`src/logic/fspc_map.vh`:
```
// register map, field positions and timing constants of the flash self-programming controller
//
// Contract
// - rows of 64 instructions, one row per program, erase covers eight rows
// - erase blocks align on 512-word boundaries, rows on 64-word boundaries
// - target address is page pointer as upper byte plus effective pointer
// - low accesses carry bits 15..0, high accesses bits 23..16, word or byte
// - latch stores fill holding latches; array changes only when a sequence runs
// - latches load in any order; the latest write to a latch wins
// - a write runs whatever number of latch stores preceded it
// - each latch store completes in two cycles, touching only the buffers
// - key register write-only; 55h then aah in consecutive writes before start
// - start bit 15 launches self-timed operation, stalls core, clears when done
// - modify-allow bit 14 gates every program and erase
// - read-only fault bit 13 set on bad sequence, clear after normal completion
// - erase-select bit 6 picks erase or program for the next start
// - codes 0011, 0010, 0001, 1111; kind mismatch with bit 6 means no operation
// - bulk erase only in serial programming mode; other codes unimplemented
// - control bits reset only on power-on reset
// - control bits 12..7 and 5..4 read as zero
`ifndef FSPC_MAP_VH
`define FSPC_MAP_VH

`define FSPC_ADDR_CTRL 4'h0
`define FSPC_ADDR_KEY 4'h1
`define FSPC_ADDR_PAGE 4'h2
`define FSPC_ADDR_STAT 4'h3

`define FSPC_BIT_START 15
`define FSPC_BIT_ALLOW 14
`define FSPC_BIT_FAULT 13
`define FSPC_BIT_ERASE 6
`define FSPC_CTRL_WMASK 16'h404f

`define FSPC_KEY_FIRST 8'h55
`define FSPC_KEY_SECOND 8'haa

`define FSPC_OP_WORD 4'h3
`define FSPC_OP_BLOCK 4'h2
`define FSPC_OP_ROW 4'h1
`define FSPC_OP_BULK 4'hf

`define FSPC_PROG_NS 2000
`define FSPC_ERASE_NS 20000
`define FSPC_CLK_NS 10

`endif

```
`src/logic/fspc_latch.v`:
```
// holding latch bank for one row of 24-bit instruction words
`timescale 1ns/1ps
`default_nettype none
module fspc_latch #(
  parameter ROW_WORDS = 64,
  parameter IDX_W = 6
) (
  input wire i_clk,
  input wire i_wr,
  input wire [IDX_W-1:0] i_wr_idx,
  input wire i_hi,
  input wire [1:0] i_be,
  input wire [15:0] i_wdata,
  input wire [IDX_W-1:0] i_rd_idx,
  output reg [23:0] o_rdata
);
  // no reset: contents are unknown at power-up, software pads unused words
  reg [23:0] mem [0:ROW_WORDS-1];

  always @(posedge i_clk) begin
    if (i_wr) begin
      // any order, latest write replaces earlier data
      if (i_hi) begin
        if (i_be[0]) mem[i_wr_idx][23:16] <= i_wdata[7:0];
      end else begin
        if (i_be[0]) mem[i_wr_idx][7:0] <= i_wdata[7:0];
        if (i_be[1]) mem[i_wr_idx][15:8] <= i_wdata[15:8];
      end
    end
    o_rdata <= mem[i_rd_idx];
  end
endmodule // fspc_latch
`default_nettype wire

```
`src/logic/fspc_ctrl.v`:
```
// flash self-programming controller: control/key registers, latch loads and self-timed sequences
`timescale 1ns/1ps
`default_nettype none
`include "fspc_map.vh"
module fspc_ctrl #(
  parameter ROW_WORDS = 64,
  parameter IDX_W = 6,
  parameter BLOCK_ROWS = 8,
  parameter PROG_CYCLES = (`FSPC_PROG_NS + `FSPC_CLK_NS - 1) / `FSPC_CLK_NS,
  parameter ERASE_CYCLES = (`FSPC_ERASE_NS + `FSPC_CLK_NS - 1) / `FSPC_CLK_NS
) (
  input wire i_clk,
  input wire i_rst,
  input wire i_por,
  input wire i_serial_programming,
  // register bus
  input wire [3:0] i_addr,
  input wire [15:0] i_wdata,
  input wire i_wr,
  input wire i_rd,
  output reg [15:0] o_rdata,
  // latch stores issued by the core
  input wire i_latch_store_op,
  input wire i_high_latch_store,
  input wire i_byte_mode,
  input wire [15:0] i_effective_pointer,
  input wire [15:0] i_store_data,
  output wire o_store_done,
  output wire o_core_stall,
  // flash array side
  output reg o_arr_wr,
  output reg o_arr_erase,
  output reg [23:0] o_arr_addr,
  output reg [23:0] o_arr_data,
  output reg [IDX_W+3:0] o_arr_count
);
  localparam ST_IDLE = 2'h0;
  localparam ST_PROG = 2'h1;
  localparam ST_ERASE = 2'h2;
  localparam ST_DONE = 2'h3;
  localparam KEY_NONE = 2'h0;
  localparam KEY_ONE = 2'h1;
  localparam KEY_OK = 2'h2;
  // spans and counts, cut on purpose to the widths that they meet
  localparam integer BLK_WORDS = ROW_WORDS * BLOCK_ROWS;
  localparam [23:0] ROW_SPAN = ROW_WORDS[23:0];
  localparam [23:0] BLK_SPAN = BLK_WORDS[23:0];
  localparam [IDX_W+3:0] ROW_COUNT = ROW_WORDS[IDX_W+3:0];
  localparam [IDX_W+3:0] BLK_COUNT = BLK_WORDS[IDX_W+3:0];


  ////////////////////////////////////////////////////////////////////////////////
  // word-address arithmetic, shared by row and block alignment
  function [23:0] fspc_align;
    input [23:0] addr;
    input [23:0] words;
    begin
      // program memory counts two address units per instruction word
      fspc_align = addr - (addr % (words * 24'h000002));
    end
  endfunction

  ////////////////////////////////////////////////////////////////////////////////
  reg start_ff, nxt_start;
  reg allow_ff, nxt_allow;
  reg fault_ff, nxt_fault;
  reg erase_ff, nxt_erase;
  reg [3:0] opsel_ff, nxt_opsel;
  reg [7:0] page_ff, nxt_page;
  reg [1:0] key_ff, nxt_key;
  reg [1:0] state_ff, nxt_state;
  reg [31:0] timer_ff, nxt_timer;
  reg [IDX_W+3:0] cnt_ff, nxt_cnt;
  reg [23:0] base_ff, nxt_base;
  reg [23:0] target_ff, nxt_target;
  reg [3:0] run_op_ff, nxt_run_op;
  reg store_ph_ff;
  reg [15:0] rdata_nxt;

  wire [23:0] store_addr = {page_ff, i_effective_pointer};
  wire [IDX_W-1:0] store_idx = store_addr[IDX_W:1];
  wire [1:0] store_be = i_byte_mode ? (i_effective_pointer[0] ? 2'h2 : 2'h1) : 2'h3;
  wire [15:0] store_wd = (i_byte_mode && i_effective_pointer[0]) ? {i_store_data[7:0], 8'h00} : i_store_data;
  wire [IDX_W-1:0] rd_idx = cnt_ff[IDX_W-1:0];
  wire [23:0] latch_q;
  wire busy = (state_ff != ST_IDLE);

  ////////////////////////////////////////////////////////////////////////////////
  // decode shared by the sequencer and the array drive
  wire start_word = (opsel_ff == `FSPC_OP_WORD);
  wire run_row = (run_op_ff == `FSPC_OP_ROW);
  wire row_left = (cnt_ff < ROW_COUNT);
  wire timer_out = (timer_ff <= 32'h1);
  wire launch_erase = (state_ff == ST_IDLE) && (nxt_state == ST_ERASE);
  wire prog_issue = (state_ff == ST_PROG) && (run_row ? row_left : (timer_ff == PROG_CYCLES));

  // each store takes two cycles: the latch is written in the first, the core released in the second
  always @(posedge i_clk) begin
    if (i_rst) store_ph_ff <= 1'b0;
    else store_ph_ff <= i_latch_store_op & ~store_ph_ff & ~busy;
  end
  assign o_store_done = store_ph_ff;
  assign o_core_stall = busy | start_ff;

  fspc_latch #(.ROW_WORDS(ROW_WORDS), .IDX_W(IDX_W)) u_latch (
    .i_clk(i_clk),
    .i_wr(i_latch_store_op & ~store_ph_ff & ~busy),
    .i_wr_idx(store_idx),
    .i_hi(i_high_latch_store),
    .i_be(store_be),
    .i_wdata(store_wd),
    .i_rd_idx(rd_idx),
    .o_rdata(latch_q)
  );

  ////////////////////////////////////////////////////////////////////////////////
  // operation decode: code and erase-select must agree
  reg op_valid;
  reg op_is_erase;
  always @* begin
    op_valid = 1'b0;
    op_is_erase = 1'b0;
    case (opsel_ff)
      `FSPC_OP_WORD: op_valid = ~erase_ff;
      `FSPC_OP_ROW: op_valid = ~erase_ff;
      `FSPC_OP_BLOCK: begin
        op_valid = erase_ff;
        op_is_erase = 1'b1;
      end
      `FSPC_OP_BULK: begin
        op_valid = erase_ff & i_serial_programming;
        op_is_erase = 1'b1;
      end
      default: op_valid = 1'b0;
    endcase
  end

  wire wr_ctrl = i_wr && (i_addr == `FSPC_ADDR_CTRL) && !busy;
  wire wr_key = i_wr && (i_addr == `FSPC_ADDR_KEY);
  wire start_req = wr_ctrl && i_wdata[`FSPC_BIT_START] && !start_ff;
  wire wr_allow = wr_ctrl ? i_wdata[`FSPC_BIT_ALLOW] : allow_ff;
  wire start_ok = start_req && (key_ff == KEY_OK) && wr_allow;

  ////////////////////////////////////////////////////////////////////////////////
  always @* begin
    nxt_start = start_ff;
    nxt_allow = allow_ff;
    nxt_fault = fault_ff;
    nxt_erase = erase_ff;
    nxt_opsel = opsel_ff;
    nxt_page = page_ff;
    nxt_key = key_ff;
    nxt_state = state_ff;
    nxt_timer = timer_ff;
    nxt_cnt = cnt_ff;
    nxt_base = base_ff;
    nxt_target = target_ff;
    nxt_run_op = run_op_ff;
    // any bus write other than the second key byte breaks the unlock
    if (i_wr) nxt_key = KEY_NONE;
    if (wr_key && i_wdata[7:0] == `FSPC_KEY_FIRST) nxt_key = KEY_ONE;
    if (wr_key && i_wdata[7:0] == `FSPC_KEY_SECOND && key_ff == KEY_ONE) nxt_key = KEY_OK;
    // page pointer supplies the upper byte of every store address
    if (i_wr && i_addr == `FSPC_ADDR_PAGE) nxt_page = i_wdata[7:0];
    if (i_latch_store_op && !store_ph_ff) nxt_target = store_addr;
    if (wr_ctrl) begin
      nxt_allow = i_wdata[`FSPC_BIT_ALLOW];
      nxt_erase = i_wdata[`FSPC_BIT_ERASE];
      nxt_opsel = i_wdata[3:0];
    end
    if (start_req) begin
      if (start_ok) nxt_start = 1'b1;
      else nxt_fault = 1'b1;
    end
    case (state_ff)
      ST_IDLE: begin
        if (start_ff) begin
          nxt_run_op = opsel_ff;
          nxt_cnt = {(IDX_W+4){1'b0}};
          // a no-operation start still passes through done, which clears start and fault
          if (!op_valid) begin
            nxt_state = ST_DONE;
          end else if (op_is_erase) begin
            nxt_state = ST_ERASE;
            nxt_timer = ERASE_CYCLES;
            nxt_base = fspc_align(target_ff, BLK_SPAN);
          end else begin
            nxt_state = ST_PROG;
            nxt_timer = PROG_CYCLES;
            nxt_base = start_word ? target_ff : fspc_align(target_ff, ROW_SPAN);
            if (start_word) nxt_cnt = {{4{1'b0}}, target_ff[IDX_W:1]};
          end
        end
      end
      ST_PROG: begin
        // a short program time never cuts a row: all words are issued before the end
        if (!timer_out) nxt_timer = timer_ff - 32'h1;
        else if (!run_row || !row_left) nxt_state = ST_DONE;
        if (row_left && run_row) nxt_cnt = cnt_ff + 1'b1;
      end
      ST_ERASE: begin
        // erase is purely timed; the array side only sees the launch pulse
        if (!timer_out) nxt_timer = timer_ff - 32'h1;
        else nxt_state = ST_DONE;
      end
      ST_DONE: begin
        nxt_state = ST_IDLE;
        nxt_start = 1'b0;
        nxt_fault = 1'b0;
      end
      default: nxt_state = ST_IDLE;
    endcase
  end

  ////////////////////////////////////////////////////////////////////////////////
  // array drive: row program emits one word per cycle from the latches (read one cycle late)
  reg prog_wr_d;
  reg [23:0] prog_addr_d;
  always @(posedge i_clk) begin
    if (i_rst) begin
      prog_wr_d <= 1'b0;
      prog_addr_d <= 24'h000000;
      o_arr_wr <= 1'b0;
      o_arr_erase <= 1'b0;
      o_arr_addr <= 24'h000000;
      o_arr_data <= 24'h000000;
      o_arr_count <= {(IDX_W+4){1'b0}};
    end else begin
      prog_wr_d <= prog_issue;
      prog_addr_d <= run_row ? base_ff + {13'h0000, cnt_ff, 1'b0} : base_ff;
      o_arr_wr <= prog_wr_d;
      if (prog_wr_d) o_arr_addr <= prog_addr_d;
      else if (launch_erase) o_arr_addr <= nxt_base;
      o_arr_data <= latch_q;
      o_arr_erase <= launch_erase;
      // bulk erase reports zero words, meaning the whole array
      if (opsel_ff == `FSPC_OP_BULK) o_arr_count <= {(IDX_W+4){1'b0}};
      else o_arr_count <= BLK_COUNT;
    end
  end

  ////////////////////////////////////////////////////////////////////////////////
  // control bits survive ordinary resets and clear only on power-on
  always @(posedge i_clk) begin
    if (i_por) begin
      start_ff <= 1'b0;
      allow_ff <= 1'b0;
      fault_ff <= 1'b0;
      erase_ff <= 1'b0;
      opsel_ff <= 4'h0;
    end else begin
      start_ff <= nxt_start;
      allow_ff <= nxt_allow;
      fault_ff <= nxt_fault;
      erase_ff <= nxt_erase;
      opsel_ff <= nxt_opsel;
    end
  end

  always @(posedge i_clk) begin
    if (i_rst | i_por) begin
      page_ff <= 8'h00;
      key_ff <= KEY_NONE;
      state_ff <= ST_IDLE;
      timer_ff <= 32'h0;
      cnt_ff <= {(IDX_W+4){1'b0}};
      base_ff <= 24'h000000;
      target_ff <= 24'h000000;
      run_op_ff <= 4'h0;
      o_rdata <= 16'h0000;
    end else begin
      page_ff <= nxt_page;
      key_ff <= nxt_key;
      state_ff <= nxt_state;
      timer_ff <= nxt_timer;
      cnt_ff <= nxt_cnt;
      base_ff <= nxt_base;
      target_ff <= nxt_target;
      run_op_ff <= nxt_run_op;
      o_rdata <= rdata_nxt;
    end
  end

  // control word as software reads it
  wire [15:0] ctrl_word = {start_ff, allow_ff, fault_ff, 6'h00,
    erase_ff, 2'h0, opsel_ff};

  // key register is write-only and reads zero; unimplemented bits read zero
  always @* begin
    rdata_nxt = 16'h0000;
    if (i_rd) begin
      case (i_addr)
        `FSPC_ADDR_CTRL: rdata_nxt = ctrl_word;
        `FSPC_ADDR_PAGE: rdata_nxt = {8'h00, page_ff};
        `FSPC_ADDR_STAT: rdata_nxt = {14'h0000, state_ff};
        default: rdata_nxt = 16'h0000;
      endcase
    end
  end
endmodule // fspc_ctrl
`default_nettype wire

```
`config.mk`:
```
export PLATFORM = sky130hd
export DESIGN_NAME = fspc_ctrl
export DESIGN_NICKNAME = d
export VERILOG_FILES = /design/src/logic/fspc_latch.v /design/src/logic/fspc_ctrl.v
export VERILOG_INCLUDE_DIRS = /design/src /design/src/logic
export SDC_FILE = /design/constraint.sdc
export NUM_CORES = 2
export LEC_CHECK = 0
export BUFFER_PORTS_ARGS = -buffer_cell sky130_fd_sc_hd__clkbuf_2
export CORE_UTILIZATION = 51
export CTS_BUF_LIST = sky130_fd_sc_hd__clkbuf_16
export CTS_CLUSTER_DIAMETER = 100
export CTS_CLUSTER_SIZE = 16
export DETAILED_ROUTE_END_ITERATION = 16
export PLACE_DENSITY_LB_ADDON = 0.12
export SETUP_SLACK_MARGIN = 0.3
export SYNTH_ARGS = -nofsm -noshare
export SYNTH_HDL_FRONTEND = slang
export SYNTH_SLANG_ARGS = --single-unit
```
`constraint.sdc`:
```
create_clock -name i_clk -period 2.9 [get_ports i_clk]
set_input_delay 0.145 -clock i_clk [delete_from_list [all_inputs] [get_ports i_clk]]
set_output_delay 0.145 -clock i_clk [all_outputs]
set_load 0.1 [all_outputs]
```
# Word-level counts from Yosys, hierarchy flattened
# Memories as Yosys holds them, arrays and structs flattened. A register that Yosys moved wholly into a read port is not among the register bits.
# Index checks and enable logic that the tools add are counted.
dict set report classes {
  n_mux 49
  mul 0
  bitwise 10
  n_addsub 5
  eq_ne 21
  shifts 0
  n_reduce_logical 41
  magnitude_cmp 2
  div 0
}
# op count
set op_table {}
lappend op_table {{2-to-1 mux 24 bit} 8}
lappend op_table {{2-to-1 mux 32 bit} 3}
lappend op_table {{case mux 32 bit (2 select lines)} 1}
lappend op_table {{case mux 16 bit (3 select lines)} 1}
lappend op_table {{== test 32 x 8 -> 1 bit (second input constant)} 1}
lappend op_table {{less-or-equal comparator 32 x 1 -> 1 bit (second input constant)} 1}
lappend op_table {{subtractor 32 x 1 -> 32 bit (second input constant)} 1}
lappend op_table {{2-to-1 mux 10 bit} 3}
lappend op_table {{adder 24 x 11 -> 24 bit} 1}
lappend op_table {{subtractor 24 x 10 -> 24 bit} 1}
lappend op_table {{subtractor 24 x 7 -> 24 bit} 1}
lappend op_table {{2-to-1 mux 2 bit} 11}
lappend op_table {{case mux 10 bit (2 select lines)} 1}
lappend op_table {{2-to-1 mux 6 bit} 3}
lappend op_table {{== test 4 x 2 -> 1 bit (second input constant)} 4}
lappend op_table {{logical AND 1 bit} 16}
lappend op_table {{2-to-1 mux 16 bit} 1}
lappend op_table {{2-to-1 mux 1 bit} 14}
lappend op_table {{== test 4 x 1 -> 1 bit (second input constant)} 3}
lappend op_table {{OR reduction 2 bit} 6}
lappend op_table {{2-to-1 mux 11 bit} 1}
lappend op_table {{adder 10 x 1 -> 10 bit (second input constant)} 1}
lappend op_table {{less-than comparator 10 x 7 -> 1 bit (second input constant)} 1}
lappend op_table {{nonzero test 2 bit} 5}
lappend op_table {{other kinds (20)} 39}
dict set report word_totals {
  inputBits 61
  mem_bits_ro 0
  latch_bits 0
  out_inout_bits 78
  word_cells 152
  ff_bits 216
  mem_count 1
  ramBits 1536
}
# name depth width read_ports rd_clocked_by_memory_dff wr line_no
set mem_list {}
lappend mem_list {u_latch.mem 64 24 1 1 1 fspc_latch.v:18} ;# reg [23:0] mem [0:ROW_WORDS-1];

# Longest topological paths before layout
dict set report depth {
  depth_word 11
  mapped_depth 13
  depth_no_buf 10
}

# Modules after synthesis
# From an unflattened synthesis, not the netlist that was laid out.
dict set report unflattened {
  cells_unflattened 3827
  area_unflattened_um2 69270.2
}
# mod seq_area_each_um2 instances cells_each area_each_um2
set by_module_without_submodules {}
lappend by_module_without_submodules {fspc_latch 46604.7 1 2747 59925.0}
lappend by_module_without_submodules {fspc_ctrl 4043.9 1 1080 9345.2}

# Worst setup path after synthesis
# OpenSTA, ideal clock, no wires.
dict set report synth_path {
  path_kind {reg2reg}
  start {register cnt_ff[1]}
  end {register prog_addr_d[13]}
  path_stages_with_launch 14
  required_time_ns 2.829
  setup_slack_ns -0.282
  arrival_time_ns 3.112
  synth_period_minus_slack_ns 3.182
  setup_ns 0.071
  n_path_buf 4
  cell_sequence {dfxtp_1 clkbuf_1 buf_1 clkbuf_1 inv_1 fa_1 nor2b_1 o21ai_0 a21oi_1 nor2_1 o211a_1 clkbuf_1 or3_1 a21oi_1}
}
dict set report synth_between {
  elab_chain_len 2
}
# item line_no
set synth_lines {}
lappend synth_lines {{from (decl)} fspc_ctrl.v:73} ;# reg [IDX_W+3:0] cnt_ff, nxt_cnt;
lappend synth_lines {{from (signal assigned)} fspc_ctrl.v:266} ;# cnt_ff <= {(IDX_W+4){1'b0}};
lappend synth_lines {{from (signal assigned)} fspc_ctrl.v:276} ;# cnt_ff <= nxt_cnt;
lappend synth_lines {{adder 24 x 11 -> 24 bit} fspc_ctrl.v:230} ;# prog_addr_d <= run_row ? base_ff + {13'h0000, cnt_ff, 1'b0} : base_ff;
lappend synth_lines {{2-to-1 mux 24 bit} fspc_ctrl.v:230}
lappend synth_lines {{to (signal assigned)} fspc_ctrl.v:230}
lappend synth_lines {{to (decl)} fspc_ctrl.v:218} ;# reg [23:0] prog_addr_d;
# Every way passes these cells.
# A chain may end at the register's enable or synchronous reset.

# Worst setup path after layout
dict set report layout_path {
  start {register timer_ff[9]}
  end {register o_arr_addr[15]}
}
dict set report layout_between {
  elab_chain_len 6
}
# item line_no
set layout_lines {}
lappend layout_lines {{from (decl)} fspc_ctrl.v:72} ;# reg [31:0] timer_ff, nxt_timer;
lappend layout_lines {{from (signal assigned)} fspc_ctrl.v:275} ;# timer_ff <= nxt_timer;
lappend layout_lines {{less-or-equal comparator 32 x 1 -> 1 bit (*)} fspc_ctrl.v:93} ;# wire timer_out = (timer_ff <= 32'h1);
lappend layout_lines {{2-to-1 mux 2 bit (on tied branches)} {fspc_ctrl.v:203, fspc_ctrl.v:197}}
lappend layout_lines {{case mux 2 bit (4 select lines) (*)} fspc_ctrl.v:175} ;# case (state_ff)
lappend layout_lines {{== test 2 bit (*)} fspc_ctrl.v:94} ;# wire launch_erase = (state_ff == ST_IDLE) && (nxt_state == ST_ERASE);
lappend layout_lines {{logical AND 1 bit (*)} fspc_ctrl.v:94}
lappend layout_lines {{nonzero test 2 bit (no line) (*)} --}
lappend layout_lines {{to (signal assigned)} fspc_ctrl.v:232} ;# if (prog_wr_d) o_arr_addr <= prog_addr_d;
lappend layout_lines {{to (signal assigned)} fspc_ctrl.v:233} ;# else if (launch_erase) o_arr_addr <= nxt_base;
lappend layout_lines {{to (decl)} fspc_ctrl.v:33} ;# output reg [23:0] o_arr_addr,
# Every way passes the cells marked *; elsewhere a longest branch is shown, timed or not.

==> impl_metrics.csv <==
group,metric,value,unit
synth,ys.warnings.count,0,
synth,avgSynthCellArea,19.4,um^2
final_layout,drive_gt1_frac,0.310,
final_layout,nNetsFinal,4120,
clocking,cts_root_buf,"clkbuf_16",
timing,finalSetupTns,0,ps
drt,vias_per_cell,6.14,
drt,dr_total_vias,36211,
clocking,cts-htree-levels,3,
global_routing,grt-ovfl-total,0,
synth,syn-instance-count,3537,
timing,fin_crit_sh,0.956,
timing,report.final.slew_viol_count,0,
power_and_ir_drop,p_clk_frac,0.355,
global_routing,grt_antenna_before_repair,4,
final_layout,areaGrowthSynthToFinish,16.8,%
floorplanning,start_util,0.514,
floorplanning,die_w,369,um
synth,ys.flop_type,"edfxtp_1",
clocking,clk_pin_slew_worst_paths,80,ps
drt,drtIter0Drc,4237,
place,dpl_cell_area,73500,um^2
drt,drc,0,
place,place.gp.congestion,0.884,
power_and_ir_drop,p_switching,9290,uW
place,hpwlAfterDp,108000,um
worst_hold_path,hold_path_depth,3,
clocking,numCtsBuffers,120,
floorplanning,dieArea,136000,um^2
synth,synth.area.top_cells,"edfxtp_1 67%, mux4_2 17%, dfxtp_1 6.6%, nor2_1 1.7%, nand2_1 1.1%",
power_and_ir_drop,seq_power_share,0.617,
synth,yosys.area.top_type,"edfxtp_1",
final_layout,final_area,80100,um^2
synth,synth.most_common_cell,"edfxtp_1",
synth,synthArstFlopShare,0,
timing,finalSetupViolCount,0,
timing,worstMarginPinSlew,1190,ps
power_and_ir_drop,leakage,0.0257,uW
synth,ys_types,65,
drt,drt-total-wl,175000,um
worst_setup_path,reg2reg_slack,130,ps
worst_setup_path,arrival,3410,ps
drt,first_pass_iters,10,
clocking,clockBufferDepth,3,
run_status,outcome,"complete, no violations",
drt,wl_per_cell,29.6,um
floorplanning,fp-row-count,134,
power_and_ir_drop,combPwrFrac,0.027,
floorplanning,io_pins,139,
job,drv_cap,0,
global_routing,grt_pass1_vias,36494,
worst_hold_path,hold_end,"u_latch.mem[21][13]$_DFFE_PP_",
floorplanning,design.core.area,133000,um^2
synth,synth_top_cell_area_share,0.673,
worst_hold_path,worst_hold_path_type,"primary input to flip-flop",
power_and_ir_drop,switching_share,0.207,
worst_setup_path,crit_type,"flip-flop to flip-flop",
power_and_ir_drop,cellPowerDensity,560,nW/um^2
worst_setup_path,reg2reg_to,"o_arr_addr[15]$_SDFFE_PP0P_",
timing,slew_headroom,0.201,
power_and_ir_drop,internal-power,35500,uW
worst_setup_path,worstReg2RegStart,"timer_ff[9]$_SDFFE_PP0P_",
synth,synthTopCellsByCount,"1536 x edfxtp_1, 504 x mux4_2, 310 x nor2_1",
worst_setup_path,cp-start-kind,"flip-flop",
synth,yosysSeqAreaShare,0.738,
global_routing,grt_first_pass_wirelength,252000,um
power_and_ir_drop,peakVddDrop,0.000593,V
floorplanning,die_y,369,um
final_layout,num-fill-cells,9586,
worst_hold_path,hp-start,"i_store_data[13]",
global_routing,grt_use_total,0.257,
worst_setup_path,critPathMaxFanout,6,
worst_setup_path,worstRegToRegCells,9,
clocking,cts.sinks,1762,
global_routing,grt_max_degree,101,
timing,fmax,0.361,GHz
drt,antenna_left,0,
clocking,cts_tree,"built",
synth,synth_seq_cells,1762,
place,portBuffers,118,
final_layout,antennaDiodeCount,0,
power_and_ir_drop,p_total,44800,uW
timing,rsz0062_at_grt,"yes",
synth,synth_edf_count,1536,
worst_setup_path,cp-end-kind,"flip-flop",
timing,finalCriticalPeriod,2770,ps
worst_setup_path,crit_required,3540,ps
synth,syn_area,68600,um^2
clocking,worstSkewPairLatency,760,ps
timing,hold_violations,0,
timing,fin_worst_skew,20.6,ps
[metrics by stage]
stage          utilization  setup slack, ps  cells  hold WS (ps)
3_5_place_dp         0.551             13.9   5523           376
6_report             0.600              128   5894           123
2_1_floorplan            -              303   3550           281
5_1_grt              0.600             46.0   5894           110
3_3_place_gp         0.551             61.7   5523           370
4_1_cts              0.596              130   5870          91.4
[repair_timing]
action,CTS,global route
hold buffers,62,0
pin swaps,26,48
setup endpoints to repair,181,175
gates resized for setup,120,77
hold endpoints to repair,286,0
setup buffers,36,15
gates cloned,40,9
[area by class of cell]
class,count,area [um^2],share of cell area
sequential,1762,50700,0.633
multi-input combinational,1559,17400,0.217
timing repair buffer,582,6290,0.0785
clock buffer,123,3080,0.0384
tap,1768,2210,0.0276
clock inverter,86,389,0.00486
inverter,14,52.6,0.000656
[state kept, by name, summed over array words and instances (netlist names), 2 cells and up]
register	flops
u_latch.mem	1536
page_ff	8
o_rdata	11
timer_ff	32
prog_addr_d	24
state_ff	2
target_ff	24
u_latch.o_rdata	24
opsel_ff	4
o_arr_data	24
run_op_ff	4
cnt_ff	10
key_ff	2
o_arr_addr	24
base_ff	24
[critical path: stages (launching register included)]
cell and delay, ps:
dfxtp_2 320, or3_4 380, or4_4 520, nor4_4 350
buf_4 190, a31o_4 170, buf_12 110, and3_4 270
nand3_1 90, a32o_1 260
[placed cells by master, fill, tap and decap left out, drive strengths merged, types with 32 or more instances in the layout]
cell type,instances
edfxtp,1536
mux4,504
buf,393
nor2,310
clkbuf,247
dfxtp,226
nand2,208
a21oi,99
inv,98
dlygate4sd3,62
nand3,51
and3,32
[cell families after synthesis]
group / count (synthesis) / share of synthesized area
XOR/XNOR: 31 / 0.00396
buffers and inverters: 233 / 0.0143
adder cells (fa/ha/maj): 20 / 0.00376
AO/OA/AOI/OAI: 213 / 0.0206
multiplexers: 534 / 0.170
other: 1 / 0.0000547
flip-flops: 1762 / 0.738
AND/OR/NAND/NOR: 743 / 0.0489
[how the worst max path moves through the flow]
stage | endpoint | slack [ps] | from
floorplan | o_arr_addr[14]$_SDFFE_PP0P_ | 300 | timer_ff[25]$_SDFFE_PP0P_
global route | o_arr_addr[15]$_SDFFE_PP0P_ | 50 | timer_ff[9]$_SDFFE_PP0P_
detailed placement | o_arr_addr[8]$_SDFFE_PP0P_ | 10 | timer_ff[25]$_SDFFE_PP0P_
CTS | o_arr_addr[15]$_SDFFE_PP0P_ | 130 | timer_ff[9]$_SDFFE_PP0P_
global placement | o_arr_addr[9]$_SDFFE_PP0P_ | 60 | timer_ff[25]$_SDFFE_PP0P_
finish | o_arr_addr[15]$_SDFFE_PP0P_ | 130 | timer_ff[9]$_SDFFE_PP0P_
[layer usage]
| layer | vias up | GRT usage | routed length, um |
|---|---|---|---|
| met5 | - | 0 | 27 |
| met1 | 19313 | 0.360 | 71700 |
| met2 | 1416 | 0.416 | 85400 |
| met3 | 265 | 0.0486 | 12400 |
| met4 | 4 | 0.0708 | 5260 |
| li1 | 15213 | - | - |
[power by group through the flow]
| stage | clock (uW) | combinational, uW | sequential [uW] |
|---|---|---|---|
| 2_1_floorplan | 0 | 512 | 28300 |
| 3_3_place_gp | 0 | 1110 | 28300 |
| 3_5_place_dp | 0 | 1170 | 28300 |
| 4_1_cts | 16200 | 1230 | 27700 |
| 5_1_grt | 17100 | 1290 | 27700 |
| 6_report | 15900 | 1230 | 27700 |
No activity file was read; power rests on OpenSTA's default activity.
